## config.mk

```make
export PLATFORM = sky130hd
export DESIGN_NAME = gain_blc_regs
export DESIGN_NICKNAME = d
export VERILOG_FILES = /design/src/inc/gain_blc_pkg.sv /design/src/hdl/gain_blc_regs.sv /design/src/hdl/gain_apply_stage.sv
export VERILOG_INCLUDE_DIRS = /design/src /design/src/inc
export SDC_FILE = /design/constraint.sdc
export NUM_CORES = 1
export LEC_CHECK = 0
export ABC_AREA = 1
export BUFFER_PORTS_ARGS = -buffer_cell sky130_fd_sc_hd__buf_2
export CAP_MARGIN = 20
export CORE_MARGIN = 2
export CORE_UTILIZATION = 49
export DETAILED_ROUTE_END_ITERATION = 7
export PLACE_DENSITY_LB_ADDON = 0.05
export REMOVE_ABC_BUFFERS = 1
export SLEW_MARGIN = 10
export SYNTH_ARGS = -nofsm -noshare
export SYNTH_HDL_FRONTEND = slang
export SYNTH_SLANG_ARGS = --single-unit
export TNS_END_PERCENT = 5
```

## constraint.sdc

```tcl
create_clock -name clk_sys -period 1.2 [get_ports clk_sys]
set_input_delay 0.12 -clock clk_sys [delete_from_list [all_inputs] [get_ports clk_sys]]
set_output_delay 0.12 -clock clk_sys [all_outputs]
set_load 0.05 [all_outputs]
```

## src/inc/gain_blc_defines.svh

```systemverilog
// offsets, field positions, reset values and the automatic ceiling step of the gain bank
`ifndef GAIN_BLC_DEFINES_SVH
`define GAIN_BLC_DEFINES_SVH

// register offsets on the serial register port
`define ADDR_GAIN_G1 8'h2b
`define ADDR_GAIN_BLUE 8'h2c
`define ADDR_GAIN_RED 8'h2d
`define ADDR_GAIN_G2 8'h2e
`define ADDR_GAIN_ALL 8'h35
`define ADDR_BLC_THRES 8'h5f
`define ADDR_OFS_G1 8'h60
`define ADDR_OFS_G2 8'h61
`define ADDR_BLC_CTRL 8'h62
`define ADDR_WR_SYNC 8'hf1

// field widths
`define GAIN_W 7
`define FLOOR_W 6
`define CEIL_W 7
`define OFS_W 9

// threshold register field positions
`define THR_FLOOR_MSB 5
`define THR_MANUAL_BIT 7
`define THR_CEIL_LSB 8
`define THR_CEIL_MSB 14
`define THR_NO_GAIN_DEP_BIT 15
// offset value sign position
`define OFS_SIGN_BIT 8
// black level control restart bit
`define BLC_RESTART_BIT 12
// write synchronise hold bit
`define SYNC_HOLD_BIT 1

// reset values
`define GAIN_RST 7'h08
`define FLOOR_RST 6'h1d
`define CEIL_RST 7'h23
`define OFS_RST 9'h000
// automatic ceiling distance above the floor
`define CEIL_AUTO_STEP 7'h05

`endif

```

## src/inc/gain_blc_pkg.sv

```systemverilog
// types shared by the gain and black level register bank
package gain_blc_pkg;

    // one gain code for each bayer colour
    typedef struct packed {
        logic [6:0] first_green;
        logic [6:0] blue;
        logic [6:0] red;
        logic [6:0] second_green;
    } gain_set_t;

    // threshold register contents
    typedef struct packed {
        logic no_gain_dep;
        logic [6:0] ceiling;
        logic manual;
        logic [5:0] floor;
    } thres_reg_t;

    // sign-magnitude offset correction values for both greens
    typedef struct packed {
        logic [8:0] first_green_offset_value;
        logic [8:0] second_green_offset_value;
    } offset_pair_t;

    // how the ceiling threshold is governed
    typedef enum logic [1:0] {
        CEIL_MANUAL,
        CEIL_RELOAD,
        CEIL_AUTO
    } ceil_mode_t;

endpackage

```

## src/hdl/gain_blc_regs.sv

```systemverilog
// gain and black level calibration register bank of the image sensor
//
// How it works
// - four channel gain registers, seven bits each
// - gains reset to 0x08, unity gain
// - all-channel write loads all four gains
// - all-channel read returns first green gain
// - floor threshold bits 5-0, reset 29
// - ceiling threshold bits 14-8, reset 35
// - bit 7 set uses programmed thresholds
// - bit 15 reloads maximum after restart
// - both clear: ceiling equals floor plus five
// - bit 15 resets to one
// - first green offset, nine bits at 0x60
// - second green offset at 0x61
// - offsets are sign-magnitude, bit 8 sign
// - restart bit starts sweep, self-clears
// - gains apply at frame edge unless held
`timescale 1ns/1ps
`default_nettype none

`include "gain_blc_defines.svh"

module gain_blc_regs
(
    // clock and reset
    input wire logic clk_sys,
    input wire logic sys_rst,
    // register port from the serial interface engine
    input wire logic [7:0] reg_addr,
    input wire logic [15:0] reg_wdata,
    input wire logic reg_wr,
    input wire logic reg_rd,
    output logic [15:0] reg_rdata,
    output logic reg_rdata_vld,
    // frame timing
    input wire logic frame_start,
    // black level loop interface
    input wire logic blc_max_adj_vld,
    input wire logic [6:0] blc_max_adj,
    output logic blc_restart,
    output logic [6:0] blc_max,
    output logic [5:0] black_floor_threshold,
    output logic [6:0] black_ceiling_threshold,
    // values handed to the analog path
    output gain_blc_pkg::gain_set_t gain_live,
    output gain_blc_pkg::offset_pair_t offset_live
);
    import gain_blc_pkg::*;

    ////////////////////////////////////////////////////////////////
    // decoding helpers

    // a gain word keeps only its seven code bits
    function automatic logic [6:0] gain_field(input logic [15:0] w);
        gain_field = w[`GAIN_W-1:0];
    endfunction

    // widen a stored gain code for a read
    function automatic logic [15:0] gain_word(input logic [6:0] g);
        gain_word = {9'h000, g};
    endfunction

    // widen a stored offset value for a read
    function automatic logic [15:0] ofs_word(input logic [8:0] o);
        ofs_word = {7'h00, o};
    endfunction

    // which ceiling policy the control bits pick
    function automatic ceil_mode_t ceil_mode(input thres_reg_t t);
        if (t.manual)
        begin
            ceil_mode = CEIL_MANUAL;
        end
        else if (t.no_gain_dep)
        begin
            ceil_mode = CEIL_RELOAD;
        end
        else
        begin
            ceil_mode = CEIL_AUTO;
        end
    endfunction

    ////////////////////////////////////////////////////////////////
    // write decode

    logic wr_g1; // first green gain write
    logic wr_blue; // blue gain write
    logic wr_red; // red gain write
    logic wr_g2; // second green gain write
    logic wr_all; // all-channel alias write
    logic wr_thres; // threshold register write
    logic wr_ofs1; // first green offset write
    logic wr_ofs2; // second green offset write
    logic wr_ctrl; // black level control write
    logic wr_sync; // write synchronise register write

    // one strobe per register; no side effects on unmapped writes
    always_comb
    begin
        wr_g1 = reg_wr && (reg_addr == `ADDR_GAIN_G1);
        wr_blue = reg_wr && (reg_addr == `ADDR_GAIN_BLUE);
        wr_red = reg_wr && (reg_addr == `ADDR_GAIN_RED);
        wr_g2 = reg_wr && (reg_addr == `ADDR_GAIN_G2);
        wr_all = reg_wr && (reg_addr == `ADDR_GAIN_ALL);
        wr_thres = reg_wr && (reg_addr == `ADDR_BLC_THRES);
        wr_ofs1 = reg_wr && (reg_addr == `ADDR_OFS_G1);
        wr_ofs2 = reg_wr && (reg_addr == `ADDR_OFS_G2);
        wr_ctrl = reg_wr && (reg_addr == `ADDR_BLC_CTRL);
        wr_sync = reg_wr && (reg_addr == `ADDR_WR_SYNC);
    end

    ////////////////////////////////////////////////////////////////
    // gain registers

    gain_set_t gain_ff; // programmed codes, not yet applied
    gain_set_t nxt_gain;

    // next gain codes; the alias write fans out to all four
    always_comb
    begin
        nxt_gain = gain_ff;
        if (wr_all)
        begin
            // alias has no storage of its own
            nxt_gain.first_green = gain_field(reg_wdata);
            nxt_gain.blue = gain_field(reg_wdata);
            nxt_gain.red = gain_field(reg_wdata);
            nxt_gain.second_green = gain_field(reg_wdata);
        end
        // individual writes, one per channel
        if (wr_g1)
        begin
            nxt_gain.first_green = gain_field(reg_wdata);
        end
        if (wr_blue)
        begin
            nxt_gain.blue = gain_field(reg_wdata);
        end
        if (wr_red)
        begin
            nxt_gain.red = gain_field(reg_wdata);
        end
        if (wr_g2)
        begin
            nxt_gain.second_green = gain_field(reg_wdata);
        end
    end

    // register the gain codes; every channel starts at unity
    always_ff @(posedge clk_sys)
    begin
        if (sys_rst)
        begin
            gain_ff.first_green <= `GAIN_RST;
            gain_ff.blue <= `GAIN_RST;
            gain_ff.red <= `GAIN_RST;
            gain_ff.second_green <= `GAIN_RST;
        end
        else
        begin
            gain_ff <= nxt_gain;
        end
    end

    ////////////////////////////////////////////////////////////////
    // threshold register

    thres_reg_t thres_ff; // floor, ceiling and policy bits
    thres_reg_t nxt_thres;

    // next threshold contents; bit 6 is not stored
    always_comb
    begin
        nxt_thres = thres_ff;
        if (wr_thres)
        begin
            nxt_thres.floor = reg_wdata[`THR_FLOOR_MSB:0];
            nxt_thres.manual = reg_wdata[`THR_MANUAL_BIT];
            nxt_thres.ceiling =
                reg_wdata[`THR_CEIL_MSB:`THR_CEIL_LSB];
            nxt_thres.no_gain_dep =
                reg_wdata[`THR_NO_GAIN_DEP_BIT];
        end
    end

    // register thresholds; reset selects manual, gain-independent
    always_ff @(posedge clk_sys)
    begin
        if (sys_rst)
        begin
            thres_ff.floor <= `FLOOR_RST;
            thres_ff.manual <= 1'b1;
            thres_ff.ceiling <= `CEIL_RST;
            thres_ff.no_gain_dep <= 1'b1;
        end
        else
        begin
            thres_ff <= nxt_thres;
        end
    end

    ////////////////////////////////////////////////////////////////
    // offset correction values

    offset_pair_t ofs_ff; // sign-magnitude values for both greens
    offset_pair_t nxt_ofs;

    // next offsets; bit 8 is the sign, bits 7-0 the magnitude
    always_comb
    begin
        nxt_ofs = ofs_ff;
        if (wr_ofs1)
        begin
            // stored as written, sign-magnitude kept intact
            nxt_ofs.first_green_offset_value =
                reg_wdata[`OFS_SIGN_BIT:0];
        end
        if (wr_ofs2)
        begin
            nxt_ofs.second_green_offset_value =
                reg_wdata[`OFS_SIGN_BIT:0];
        end
    end

    // register offsets
    always_ff @(posedge clk_sys)
    begin
        if (sys_rst)
        begin
            ofs_ff <= '{`OFS_RST, `OFS_RST};
        end
        else
        begin
            ofs_ff <= nxt_ofs;
        end
    end

    ////////////////////////////////////////////////////////////////
    // black level restart and write synchronise controls

    logic restart_ff; // one-cycle restart pulse
    logic nxt_restart;
    logic hold_ff; // holds gain updates while set
    logic nxt_hold;

    // restart bit never stores: a written one becomes a pulse
    always_comb
    begin
        nxt_restart = wr_ctrl && reg_wdata[`BLC_RESTART_BIT];
        nxt_hold = hold_ff;
        if (wr_sync)
        begin
            nxt_hold = reg_wdata[`SYNC_HOLD_BIT];
        end
    end

    // register controls
    always_ff @(posedge clk_sys)
    begin
        if (sys_rst)
        begin
            restart_ff <= 1'b0;
            hold_ff <= 1'b0;
        end
        else
        begin
            restart_ff <= nxt_restart;
            hold_ff <= nxt_hold;
        end
    end

    ////////////////////////////////////////////////////////////////
    // effective thresholds and black level maximum

    logic [5:0] floor_ff; // floor seen by the loop
    logic [5:0] nxt_floor;
    logic [6:0] ceil_ff; // ceiling seen by the loop
    logic [6:0] nxt_ceil;
    logic [6:0] max_ff; // running black level maximum
    logic [6:0] nxt_max;
    ceil_mode_t mode; // current ceiling policy

    // choose ceiling per policy; the loop may move the maximum
    // only when the policy lets it
    always_comb
    begin
        mode = ceil_mode(thres_ff);
        nxt_floor = thres_ff.floor;
        nxt_ceil = thres_ff.ceiling;
        nxt_max = max_ff;
        case (mode)
            CEIL_MANUAL:
            begin
                // loop adjustments are dropped here
                nxt_ceil = thres_ff.ceiling;
                nxt_max = thres_ff.ceiling;
            end
            CEIL_RELOAD:
            begin
                nxt_ceil = thres_ff.ceiling;
                if (blc_max_adj_vld)
                begin
                    nxt_max = blc_max_adj;
                end
                // restart wins over a same-cycle adjustment
                if (restart_ff)
                begin
                    nxt_max = thres_ff.ceiling;
                end
            end
            CEIL_AUTO:
            begin
                // six-bit floor plus five always fits seven bits
                nxt_ceil = {1'b0, thres_ff.floor}
                    + `CEIL_AUTO_STEP;
                if (blc_max_adj_vld)
                begin
                    nxt_max = blc_max_adj;
                end
                if (restart_ff)
                begin
                    nxt_max = nxt_ceil;
                end
            end
            default:
            begin
                nxt_ceil = thres_ff.ceiling;
                nxt_max = thres_ff.ceiling;
            end
        endcase
    end

    // register effective values
    always_ff @(posedge clk_sys)
    begin
        if (sys_rst)
        begin
            floor_ff <= `FLOOR_RST;
            ceil_ff <= `CEIL_RST;
            max_ff <= `CEIL_RST;
        end
        else
        begin
            floor_ff <= nxt_floor;
            ceil_ff <= nxt_ceil;
            max_ff <= nxt_max;
        end
    end

    ////////////////////////////////////////////////////////////////
    // applied gains and offsets

    gain_set_t gain_live_w; // output of the apply stage
    offset_pair_t ofs_live_ff; // offsets follow one cycle behind
    offset_pair_t nxt_ofs_live;

    // gains move to the analog path only at a frame edge
    gain_apply_stage u_apply
    (
        .clk_sys(clk_sys),
        .sys_rst(sys_rst),
        .gain_prog(gain_ff),
        .apply_hold(hold_ff),
        .frame_start(frame_start),
        .gain_live(gain_live_w)
    );

    // offsets are not brightness settings, so they pass straight on
    always_comb
    begin
        nxt_ofs_live = ofs_ff;
    end

    // register offsets for the analog path
    always_ff @(posedge clk_sys)
    begin
        if (sys_rst)
        begin
            ofs_live_ff <= '{`OFS_RST, `OFS_RST};
        end
        else
        begin
            ofs_live_ff <= nxt_ofs_live;
        end
    end

    ////////////////////////////////////////////////////////////////
    // read path

    logic [15:0] rdata_ff; // read word, one cycle after request
    logic [15:0] nxt_rdata;
    logic rvld_ff; // marks the read word
    logic nxt_rvld;

    // read mux; unmapped offsets and write-only bits read zero
    always_comb
    begin
        nxt_rvld = reg_rd;
        nxt_rdata = rdata_ff;
        if (reg_rd)
        begin
            case (reg_addr)
                `ADDR_GAIN_G1: nxt_rdata = gain_word(gain_ff.first_green);
                `ADDR_GAIN_BLUE: nxt_rdata = gain_word(gain_ff.blue);
                `ADDR_GAIN_RED: nxt_rdata = gain_word(gain_ff.red);
                `ADDR_GAIN_G2: nxt_rdata = gain_word(gain_ff.second_green);
                // alias reflects the first green store
                `ADDR_GAIN_ALL:
                    nxt_rdata = gain_word(gain_ff.first_green);
                `ADDR_BLC_THRES:
                    nxt_rdata = {thres_ff.no_gain_dep, thres_ff.ceiling,
                        thres_ff.manual, 1'b0, thres_ff.floor};
                `ADDR_OFS_G1:
                    nxt_rdata = ofs_word(ofs_ff.first_green_offset_value);
                `ADDR_OFS_G2:
                    nxt_rdata = ofs_word(ofs_ff.second_green_offset_value);
                // restart bit reads back as zero, it clears itself
                `ADDR_BLC_CTRL: nxt_rdata = 16'h0000;
                `ADDR_WR_SYNC: nxt_rdata = {14'h0000, hold_ff, 1'b0};
                default: nxt_rdata = 16'h0000;
            endcase
        end
    end

    // register the read answer
    always_ff @(posedge clk_sys)
    begin
        if (sys_rst)
        begin
            rdata_ff <= 16'h0000;
            rvld_ff <= 1'b0;
        end
        else
        begin
            rdata_ff <= nxt_rdata;
            rvld_ff <= nxt_rvld;
        end
    end

    ////////////////////////////////////////////////////////////////
    // outputs, all from flip-flops

    assign reg_rdata = rdata_ff;
    assign reg_rdata_vld = rvld_ff;
    assign blc_restart = restart_ff;
    assign blc_max = max_ff;
    assign black_floor_threshold = floor_ff;
    assign black_ceiling_threshold = ceil_ff;
    assign gain_live = gain_live_w;
    assign offset_live = ofs_live_ff;

endmodule

`default_nettype wire

```

## src/hdl/gain_apply_stage.sv

```systemverilog
// frame-boundary apply stage for the programmed gain codes
`timescale 1ns/1ps
`default_nettype none

module gain_apply_stage
(
    // clock and reset
    input wire logic clk_sys,
    input wire logic sys_rst,
    // programmed side
    input wire gain_blc_pkg::gain_set_t gain_prog,
    input wire logic apply_hold,
    input wire logic frame_start,
    // applied side
    output var gain_blc_pkg::gain_set_t gain_live
);
    import gain_blc_pkg::*;

    gain_set_t live_ff;
    gain_set_t nxt_live;

    ////////////////////////////////////////////////////////////////
    // next live set: copied only at a frame edge and not held
    always_comb
    begin
        nxt_live = live_ff;
        // a held update waits; pending codes stay in the bank
        if (frame_start && !apply_hold)
        begin
            nxt_live = gain_prog;
        end
    end

    // register the live set
    always_ff @(posedge clk_sys)
    begin
        if (sys_rst)
        begin
            live_ff <= '{`GAIN_RST, `GAIN_RST, `GAIN_RST, `GAIN_RST};
        end
        else
        begin
            live_ff <= nxt_live;
        end
    end

    assign gain_live = live_ff;

endmodule

`default_nettype wire

```

==> results of run 1 <==
==> layer usage <==
metal | track usage [%] | vias to the layer above
met5 | 0 | -
met4 | 8.699 | 0
met3 | 4.874 | 16
met2 | 43.27 | 172
met1 | 37.31 | 2653
li1 | - | 2793
==> power groups by stage <==
| stage | Sequential (mW) | Combinational, mW | Clock, mW |
|---|---|---|---|
| final | 4.93 | 0.821 | 5.81 |
| after global placement | 5.04 | 0.780 | 0 |
| after detailed placement | 5.04 | 0.792 | 0 |
| after global routing | 4.93 | 0.886 | 6.04 |
| after CTS | 4.93 | 0.817 | 5.84 |
| after floorplan | 5.22 | 0.248 | 0 |
==> kinds of logic (layout without fill, tap and decap cells) <==
logic type      Yosys count  after routing
fa+ha+maj                 1              1
simple gates            256            256
buf+inv                 113            307
flops                   146            146
xor+xnor                  2              2
compound gates          216            216
==> layout make-up <==
cell class | instances | area, um2 | area share [%]
Tap cell | 143 | 178.9 | 2.278
Clock buffer | 19 | 442.9 | 5.640
Clock inverter | 13 | 205.2 | 2.613
Timing Repair Buffer | 199 | 1321 | 16.82
Sequential cell | 146 | 2937 | 37.39
Multi-Input combinational cell | 475 | 2484 | 31.62
Inverter | 76 | 285.3 | 3.632
==> worst paths after layout <==
check | startpoint | endpoint
worst min-delay path | reg_wdata[12] | blc_restart
worst max register to register | nxt_floor[0] | black_ceiling_threshold[3]
worst min register to register | reg_rdata[10] | reg_rdata[10]
worst max-delay path | nxt_floor[0] | black_ceiling_threshold[3]
==> flip-flops by register name (all words and copies together), names as in the netlist, 7 cells and up <==
register and count:
gain_ff 28, u_apply.gain_live 28, nxt_ofs_live 18, offset_live 18, reg_rdata 16, thres_ff 9, black_ceiling_threshold 7, blc_max 7
==> per-stage QoR <==
step	cell area, um2	total power [mW]	instances	TNS [ps]
floorplan	5644	5.468	697	-44650
global placement	7029	5.818	1029	-5455
detailed placement	7029	5.833	1029	-7763
CTS	7781	11.59	1069	-181.3
global route	7854	11.86	1071	-675.6
finish	7854	11.56	1071	-118.1
==> layout by cell type (no fill, tap or decap), types with 11 or more instances in the layout <==
cell | Yosys | layout
buf_4 | 3 | 62
nand2_2 | 11 | 11
clkbuf_16 | 0 | 17
nand2_1 | 98 | 98
o211ai_1 | 11 | 11
o21ai_0 | 80 | 72
nand3_1 | 54 | 54
nor2_1 | 72 | 70
a21oi_1 | 87 | 86
inv_1 | 69 | 64
dfxtp_1 | 146 | 141
o21ai_1 | 13 | 18
inv_2 | 6 | 11
buf_2 | 6 | 118
==> worst register-to-register path, delay by kind of cell, from the launching register on <==
kind,cells,cell delay [ps]
AO/OA/AOI/OAI,3,370
buffers and inverters,4,460
flip-flops,1,370
==> timing repair <==
action,4_1_cts,5_1_grt
hold endpoints to repair,8,0
setup endpoints to repair,10,14
setup buffers,0,2
pin swaps,2,5
hold buffers,8,0
gates resized for setup,14,22
==> out/metrics.cfg, run 1 <==
[critical_path]
crit_family=buffers and inverters
cpPeakStageDelay_ps=370
worstSetupPathDepth=7
worstPathMaxFanout=3
arrival_ps=1620
path_class=flop to flop
r2r_cells=7
crit_chain=inv_2 -> o21ai_4 -> buf_4 -> o21ai_1 -> buf_4 -> buf_4 -> a21oi_1
r2r_slack_ps=-70
cp_common_cell=buf_4
required_ps=1550
critPathCaptureType=flop
cp_slowest_cell=dfxtp_4
cp_num_buf_inv=4
critPathLaunchType=flop

[global_routing]
antenna_found_initial=0
grt_pass1_wl_mm=27.13
grt_max_degree=53
grt_pass1_vias=5431
grt_use_total_pct=27.06
grt_overflow_total=0

[synth]
synth_fa_ha_area_share_pct=0.2139
synth.most_common_cell=dfxtp_1
syn_avg_cell_area_um2=7.971
yosysTopAreaCell=dfxtp_1
synthTopCellsByArea=dfxtp_1, a21oi_1, o21ai_0, nand2_1, nand3_1
synth-seq-cells=146
syn_area_um2=5851
ys.flop_type=dfxtp_1
synth_top_area_share_pct=49.96
postSynth.asyncResetShare_pct=0
post_synth_num_cell_types=36
synth_compound_area_share_pct=20.79
ys.warnings.count=0
synthTopCellsByCount=dfxtp_1, nand2_1, a21oi_1
yosys.area_share.xor_xnor_pct=0.2994
synthSimpleGateAreaFrac_pct=20.34
synth_edf_count=0
synth_mux_area_share_pct=0
synth_top_family_by_area=compound AO/OA/AOI/OAI gates
synthCells=734
synth-seq-area-share_pct=49.96

[clock_tree]
cts.path.max_buffers=2
clock_latency_ps=420
htreeDepth=4
clkTransAtPathRegs_ps=60
cts_buffers=17
clock_sinks=146
tritoncts=done
clockRootBuffer=clkbuf_16

[placement]
dp_hpwl_mm=12.26
pre_cts_ws_ps=-234.6
gp_congestion=0.8420
io_buffers=120

[timing]
finalSetupViolations=3
layout_setup_ws_ps=-66.71
rsz0062_at_grt=true
hold_viol=0
max_freq_mhz=789.4
period_minus_slack_ps=1267
drv_slew=0
fin_skew_ps=6.952
fin_crit_sh_pct=105.6
worst_pin_slew_ps=325.4
relSlewSlack_pct=78.00
worst_hold_slack_ps=9.415

[power]
p_seq_share_pct=42.6
p_leak_nw=3.539
swShare_pct=23.04
ir_drop_mv=0.9314
clockPowerShare_pct=50.3
power_frac_comb_pct=7.1
power.density_nw_per_um2=1471
power.switching_mw=2.662
internal_power_mw=8.893

[worst_hold_path]
holdCritPathClass=input port to flop
min_path_cells=3

[routing]
drt-met1-wl_mm=7.857
route.detailed.drc=6
met2WireLength_mm=7.848
vias=5634
top_layer=met4
wl_per_cell_um=15.74
drt-total-wl_mm=16.86
drt.antenna.violating_nets=0
wl_met3_um=915
dr.first_iter.drc_count=570
viasPerCell=5.261
dr.pass1.iters=8

[finish]
fillCellCount=1006
area_delta_synth_final_pct=34.24
utilization_pct=68.20
drive_above_1_share_pct=31.36
fin_nets=953
n_antenna_cell=0

[floorplan]
ioPinCount=121
start_util_pct=50.80
die_x_um=113.3
fp.dieH_um=113.3
die_area_um2=12830
row_count=39
core_um2=11520

[run_status]
outcome=finished with violations
violations=DRC, setup timing

[flow_run]
drv_cap=0

No activity file was read; power rests on OpenSTA's default activity.
==> run 2: changes to the inputs <==
Settings changed: CORE_MARGIN 2 to unset.
==> run 2 against run 1 <==
  * The run still ends with DRC, setup timing left
  * Critical path depth increased by 1
  * Count of clock-buffer cells in the layout increased by 3
  * Core utilization decreased by 1.0 points
  * Register-to-register slack about the same
==> out/metrics.cfg, run 2 (synthesis gave the netlist of run 1 again) <==
[global_routing]
met2_usage_pct=43.79  ; +0.52 points
grt_pass1_wl_mm=26.37  ; -2.8%
antenna_found_initial=0  ; unchanged
grtUsageMet3_pct=6.397  ; +1.5 points
busiest_layer=met2
grt_overflow_total=0  ; unchanged
grt_use_total_pct=27.51  ; +0.45 points
grt_pass1_vias=5331  ; -1.8%
met1_usage_pct=36.38  ; -0.93 points
grt_max_degree=53  ; unchanged

[finish]
final_cell_mix=dfxtp_1, buf_2, nand2_1
multi_input_area_um2=2457  ; -1.1%
fillCellCount=1001  ; -0.50%
final_common_cell=dfxtp_1
fin_nets=947  ; -0.63%
utilization_pct=67.16  ; -1.0 points
n_antenna_cell=0  ; unchanged
area_delta_synth_final_pct=32.19
final_cells=1065  ; -0.56%
regArea_um2=2930  ; -0.21%
drive_above_1_share_pct=30.04  ; -1.3 points

[timing]
period_minus_slack_ps=1272  ; +5.119 ps
layout_setup_ws_ps=-71.83  ; -5.119 ps
max_freq_mhz=786.3  ; -0.40%
worst_pin_slew_ps=357.2  ; +31.82 ps
fin_skew_ps=10.11  ; +3.163 ps
rsz0062_at_grt=true
hold_viol=0  ; unchanged
drv_slew=0  ; unchanged
fin_crit_sh_pct=106.0  ; +0.43 points
relSlewSlack_pct=75.85  ; -2.2 points
finalSetupViolations=3  ; unchanged

[critical_path]
path_class=flop to flop
arrival_ps=1590  ; -30 ps
required_ps=1520  ; -30 ps
critPathCaptureType=flop
critPathLaunchType=flop
worstPathMaxFanout=3  ; unchanged

[power]
power.density_nw_per_um2=1413  ; -3.9%
p_leak_nw=3.486  ; -1.5%
ir_drop_mv=0.8817  ; -5.3%

[clock_tree]
clockRootBuffer=clkbuf_16
tritoncts=done
cts_buffers=17  ; unchanged
cts_setup_buffers=0  ; unchanged
htreeDepth=4  ; unchanged
clock_latency_ps=430  ; about the same
clkTransAtPathRegs_ps=60  ; about the same
clock_sinks=146  ; unchanged
cts.path.max_buffers=2  ; unchanged

[floorplan]
core_um2=11520  ; unchanged
fp.dieH_um=111.3  ; -1.8%
row_count=39  ; unchanged
die_area_um2=12380  ; -3.5%
die_x_um=111.3  ; -1.8%
start_util_pct=50.80  ; unchanged
ioPinCount=121  ; unchanged

[routing]
route.detailed.drc=12  ; +6
drt-total-wl_mm=16.37  ; -2.9%
wl_per_cell_um=15.37  ; -2.3%
drt.antenna.violating_nets=0  ; unchanged
dr.first_iter.drc_count=349  ; -39%
dr.pass1.iters=8  ; unchanged
viasPerCell=5.242  ; -0.35%
vias=5583  ; -0.91%

[placement]
place_inst=1024  ; -0.49%
gp_congestion=0.8920  ; +5.9%
pre_cts_ws_ps=-174.5  ; +60.08 ps
io_buffers=120  ; unchanged
dp_hpwl_mm=11.94  ; -2.6%

[run_status]
outcome=finished with violations
violations=DRC, setup timing

[worst_hold_path]
holdCritPathClass=input port to flop

[flow_run]
drv_cap=0  ; unchanged

run 2: timing repair:
action                                  4_1_cts  5_1_grt
endpoints found under the setup margin       11       10
endpoints found under the hold margin         8        1
hold buffers                                  8        1
gates resized for setup                      16        6
pin swaps                                     0        1
run 2: metal layers:
metal  vias to the layer above  wire length (um)
li1                       2778                 -
met1                      2580              7359
met2                       205              7603
met3                        20              1138
met4                         0               267
met5                         -                 0
run 2: per-stage QoR:
| stage | TNS [ps] | power [mW] | hold WS, ps | cell area [um2] |
|---|---|---|---|---|
| after floorplan | -44650 | 5.468 | 189.1 | 5644 |
| after detailed placement | -6856 | 5.835 | 332.6 | 7017 |
| after global routing | -726.0 | 11.30 | 23.86 | 7734 |
| final | -120.5 | 10.93 | 21.68 | 7734 |
| after CTS | -56.18 | 10.98 | 7.379 | 7716 |
| after global placement | -4968 | 5.823 | 330.7 | 7017 |
run 2: area by class of cell:
class,count,share of cell area [%]
sequential,146,37.89
multi-input combinational,475,31.77
timing repair buffer,193,16.81
clock buffer,22,6.132
inverter,76,3.689
tap,143,2.314
clock inverter,10,1.391
run 2: where the power goes:
group | switching [mW] | total (mW) | leakage, nW | internal (mW)
registers | 0.0271 | 4.93 | 1.18 | 4.91
logic | 0.566 | 0.824 | 2.02 | 0.258
clock network | 1.97 | 5.17 | 0.282 | 3.20
run 2: critical path, stage by stage (launching register included):
cell and delay (ps):
dfxtp_2 340, inv_1 70, o21ai_2 190, nand3_1 100, xor2_1 160, nand2_1 90, nand3_1 70, nand2_1 80
nand2_1 50
run 2: final timing paths:
| kind | end | startpoint | cells past startpoint | slack, ps |
|---|---|---|---|---|
| max | blc_max[5] | nxt_floor[1] | 8 | -70 |
| min | blc_max[1] | blc_max_adj[1] | 3 | 20 |
| min reg2reg | reg_rdata[13] | reg_rdata[13] | 2 | 460 |
| max reg2reg | blc_max[5] | nxt_floor[1] | 8 | -70 |
==> run 3: changes to the inputs <==
Settings changed: RECOVER_POWER set to 50.
==> run 3 against run 2 <==
  * The run still ends with DRC, setup timing left
  * Maximum frequency decreased by 0.73%
  * Worst hold slack got worse by 4.1 ps
  * Wire length down 0.12%
  * First-iteration DRC count grew 21%
  * Register-to-register slack is essentially flat
  * Largest cell class unchanged
==> out/metrics.cfg, run 3 (synthesis gave the netlist of run 1 again) <==
[timing]
max_freq_mhz=780.5  ; -0.73%
finalSetupViolations=5  ; +2
layout_setup_ws_ps=-81.17  ; -9.340 ps
setup_tns_ps=-175.3  ; -54.79 ps
drv_slew=0  ; unchanged
worst_pin_slew_ps=662.4  ; +305.2 ps
period_minus_slack_ps=1281  ; +9.340 ps
fin_crit_sh_pct=106.8  ; +0.78 points
hold_viol=0  ; unchanged
fin_skew_ps=8.708  ; -1.407 ps
relSlewSlack_pct=55.84  ; -20 points
rsz0062_at_grt=true

[finish]
design_area_um2=7570  ; -2.1%
fillCellCount=1033  ; +3.2%
final_cell_mix=dfxtp_1, buf_2, nand2_1
multi_input_area_um2=2366  ; -3.7%
n_antenna_cell=0  ; unchanged
drive_above_1_share_pct=27.77  ; -2.3 points
regArea_um2=2929  ; about the same
final_cells=1065  ; unchanged
final_common_cell=dfxtp_1
fin_nets=947  ; unchanged
area_delta_synth_final_pct=29.38

[clock_tree]
clkTransAtPathRegs_ps=60  ; about the same
cts_setup_buffers=0  ; unchanged
cts_buffers=17  ; unchanged
tritoncts=done
clock_sinks=146  ; unchanged
cts.path.max_buffers=2  ; unchanged
clockRootBuffer=clkbuf_16
htreeDepth=4  ; unchanged
clock_latency_ps=430  ; about the same

[global_routing]
grt_overflow_total=0  ; unchanged
grt_max_degree=53  ; unchanged
grt_pass1_vias=5331  ; unchanged
antenna_found_initial=0  ; unchanged
grt_use_total_pct=27.51  ; unchanged
grt_pass1_wl_mm=26.37  ; unchanged

[power]
clockPowerShare_pct=47.5  ; +0.2 points
swShare_pct=23.42  ; -0.025 points
power.density_nw_per_um2=1441  ; +1.9%
ir_drop_mv=0.8782  ; -0.39%
p_seq_share_pct=45.3  ; about the same
internal_power_mw=8.352  ; -0.18%
power_frac_comb_pct=7.3  ; -0.2 points
p_leak_nw=3.401  ; -2.4%
power.total_mw=10.91  ; -0.22%
power.switching_mw=2.554  ; -0.32%

[routing]
wl_per_cell_um=15.35  ; -0.12%
vias=5589  ; +0.11%
drt.antenna.violating_nets=0  ; unchanged
route.detailed.drc=12  ; unchanged
dr.first_iter.drc_count=422  ; +21%
drt-total-wl_mm=16.35  ; -0.12%
dr.pass1.iters=8  ; unchanged
viasPerCell=5.248  ; +0.11%

[critical_path]
arrival_ps=1600  ; about the same
cp_num_buf_inv=1  ; unchanged
required_ps=1520  ; about the same
worstSetupPathDepth=8  ; unchanged
cpPeakStageDelay_ps=340  ; about the same
cp_slowest_cell=dfxtp_2
worstPathMaxFanout=3  ; unchanged
r2r_cells=8  ; unchanged
path_class=flop to flop
r2r_slack_ps=-80  ; about the same
critPathCaptureType=flop
r2r_start=nxt_floor[1]
cp-startpoint=nxt_floor[1]
crit_family=simple AND/OR/NAND/NOR gates
crit_chain=inv_1 -> o21ai_2 -> nand3_1 -> xor2_1 -> nand2_1 -> nand3_1 -> nand2_1 -> nand2_1
critPathCapture=blc_max[5]
critPathLaunchType=flop
r2r-end=blc_max[5]
cp_common_cell=nand2_1

[floorplan]
fp.dieH_um=111.3  ; unchanged
ioPinCount=121  ; unchanged
core_um2=11520  ; unchanged
die_area_um2=12380  ; unchanged
row_count=39  ; unchanged
start_util_pct=50.80  ; unchanged
die_x_um=111.3  ; unchanged

[placement]
pre_cts_ws_ps=-174.5  ; unchanged
gp_congestion=0.8920  ; unchanged
placed_area_um2=7017  ; unchanged
io_buffers=120  ; unchanged
place_inst=1024  ; unchanged
dp_hpwl_mm=11.94  ; unchanged

[flow_run]
drv_cap=0  ; unchanged

[worst_hold_path]
holdCritPathClass=input port to flop

[run_status]
outcome=finished with violations
violations=DRC, setup timing

run 3: area by class of cell:
class / instances / share of cell area (%)
Sequential cell: 146 / 38.69
Tap cell: 143 / 2.364
Clock buffer: 22 / 6.264
Multi-Input combinational cell: 475 / 31.26
Clock inverter: 10 / 1.421
Timing Repair Buffer: 193 / 16.23
Inverter: 76 / 3.769
run 3: how the worst min path moves through the flow:
| stage | from | end | slack (ps) | cells after the start |
|---|---|---|---|---|
| 2_1_floorplan | sys_rst | black_ceiling_threshold[2] | 190 | 1 |
| 3_3_place_gp | reg_wdata[13] | thres_ff[12] | 330 | 3 |
| 3_5_place_dp | reg_wdata[15] | thres_ff[14] | 330 | 3 |
| 4_1_cts | reg_wdata[12] | blc_restart | 7 | 3 |
| 5_1_grt | blc_max_adj[1] | blc_max[1] | 20 | 3 |
| 6_report | blc_max_adj[1] | blc_max[1] | 20 | 3 |
run 3: worst reg2reg max path: stages, from the launching register on:
cell	delay, ps
dfxtp_2	340
inv_1	70
o21ai_2	190
nand3_1	100
xor2_1	160
nand2_1	90
nand3_1	80
nand2_1	80
nand2_1	50
run 3: metal layers:
layer,global-route usage (%),up-vias,share of wire (%)
li1,-,2773,-
met5,0,-,0
met1,36.38,2564,45
met2,43.79,228,46
met3,6.397,24,7.3
met4,10.00,0,1.9
run 3: power groups by stage:
stage | Sequential, mW | Combinational (mW) | Clock (mW)
final | 4.93 | 0.791 | 5.18
after floorplan | 5.22 | 0.248 | 0
after detailed placement | 5.04 | 0.795 | 0
after CTS | 4.93 | 0.819 | 5.23
after global routing | 4.94 | 0.851 | 5.47
after global placement | 5.04 | 0.785 | 0
run 3: timing repair:
item | in CTS | in global routing
endpoints found under the hold margin | 8 | 1
endpoints found under the setup margin | 11 | 10
resized for setup | 16 | 6
hold buffers | 8 | 1
pin swaps | 0 | 1
run 3: through the flow:
| step | hold WS [ps] | utilization (%) |
|---|---|---|
| after floorplan | 189.1 | - |
| after global placement | 330.7 | 60.93 |
| after global routing | 23.86 | 65.73 |
| after CTS | 7.379 | 67.00 |
| final | 17.58 | 65.73 |
| after detailed placement | 332.6 | 60.93 |
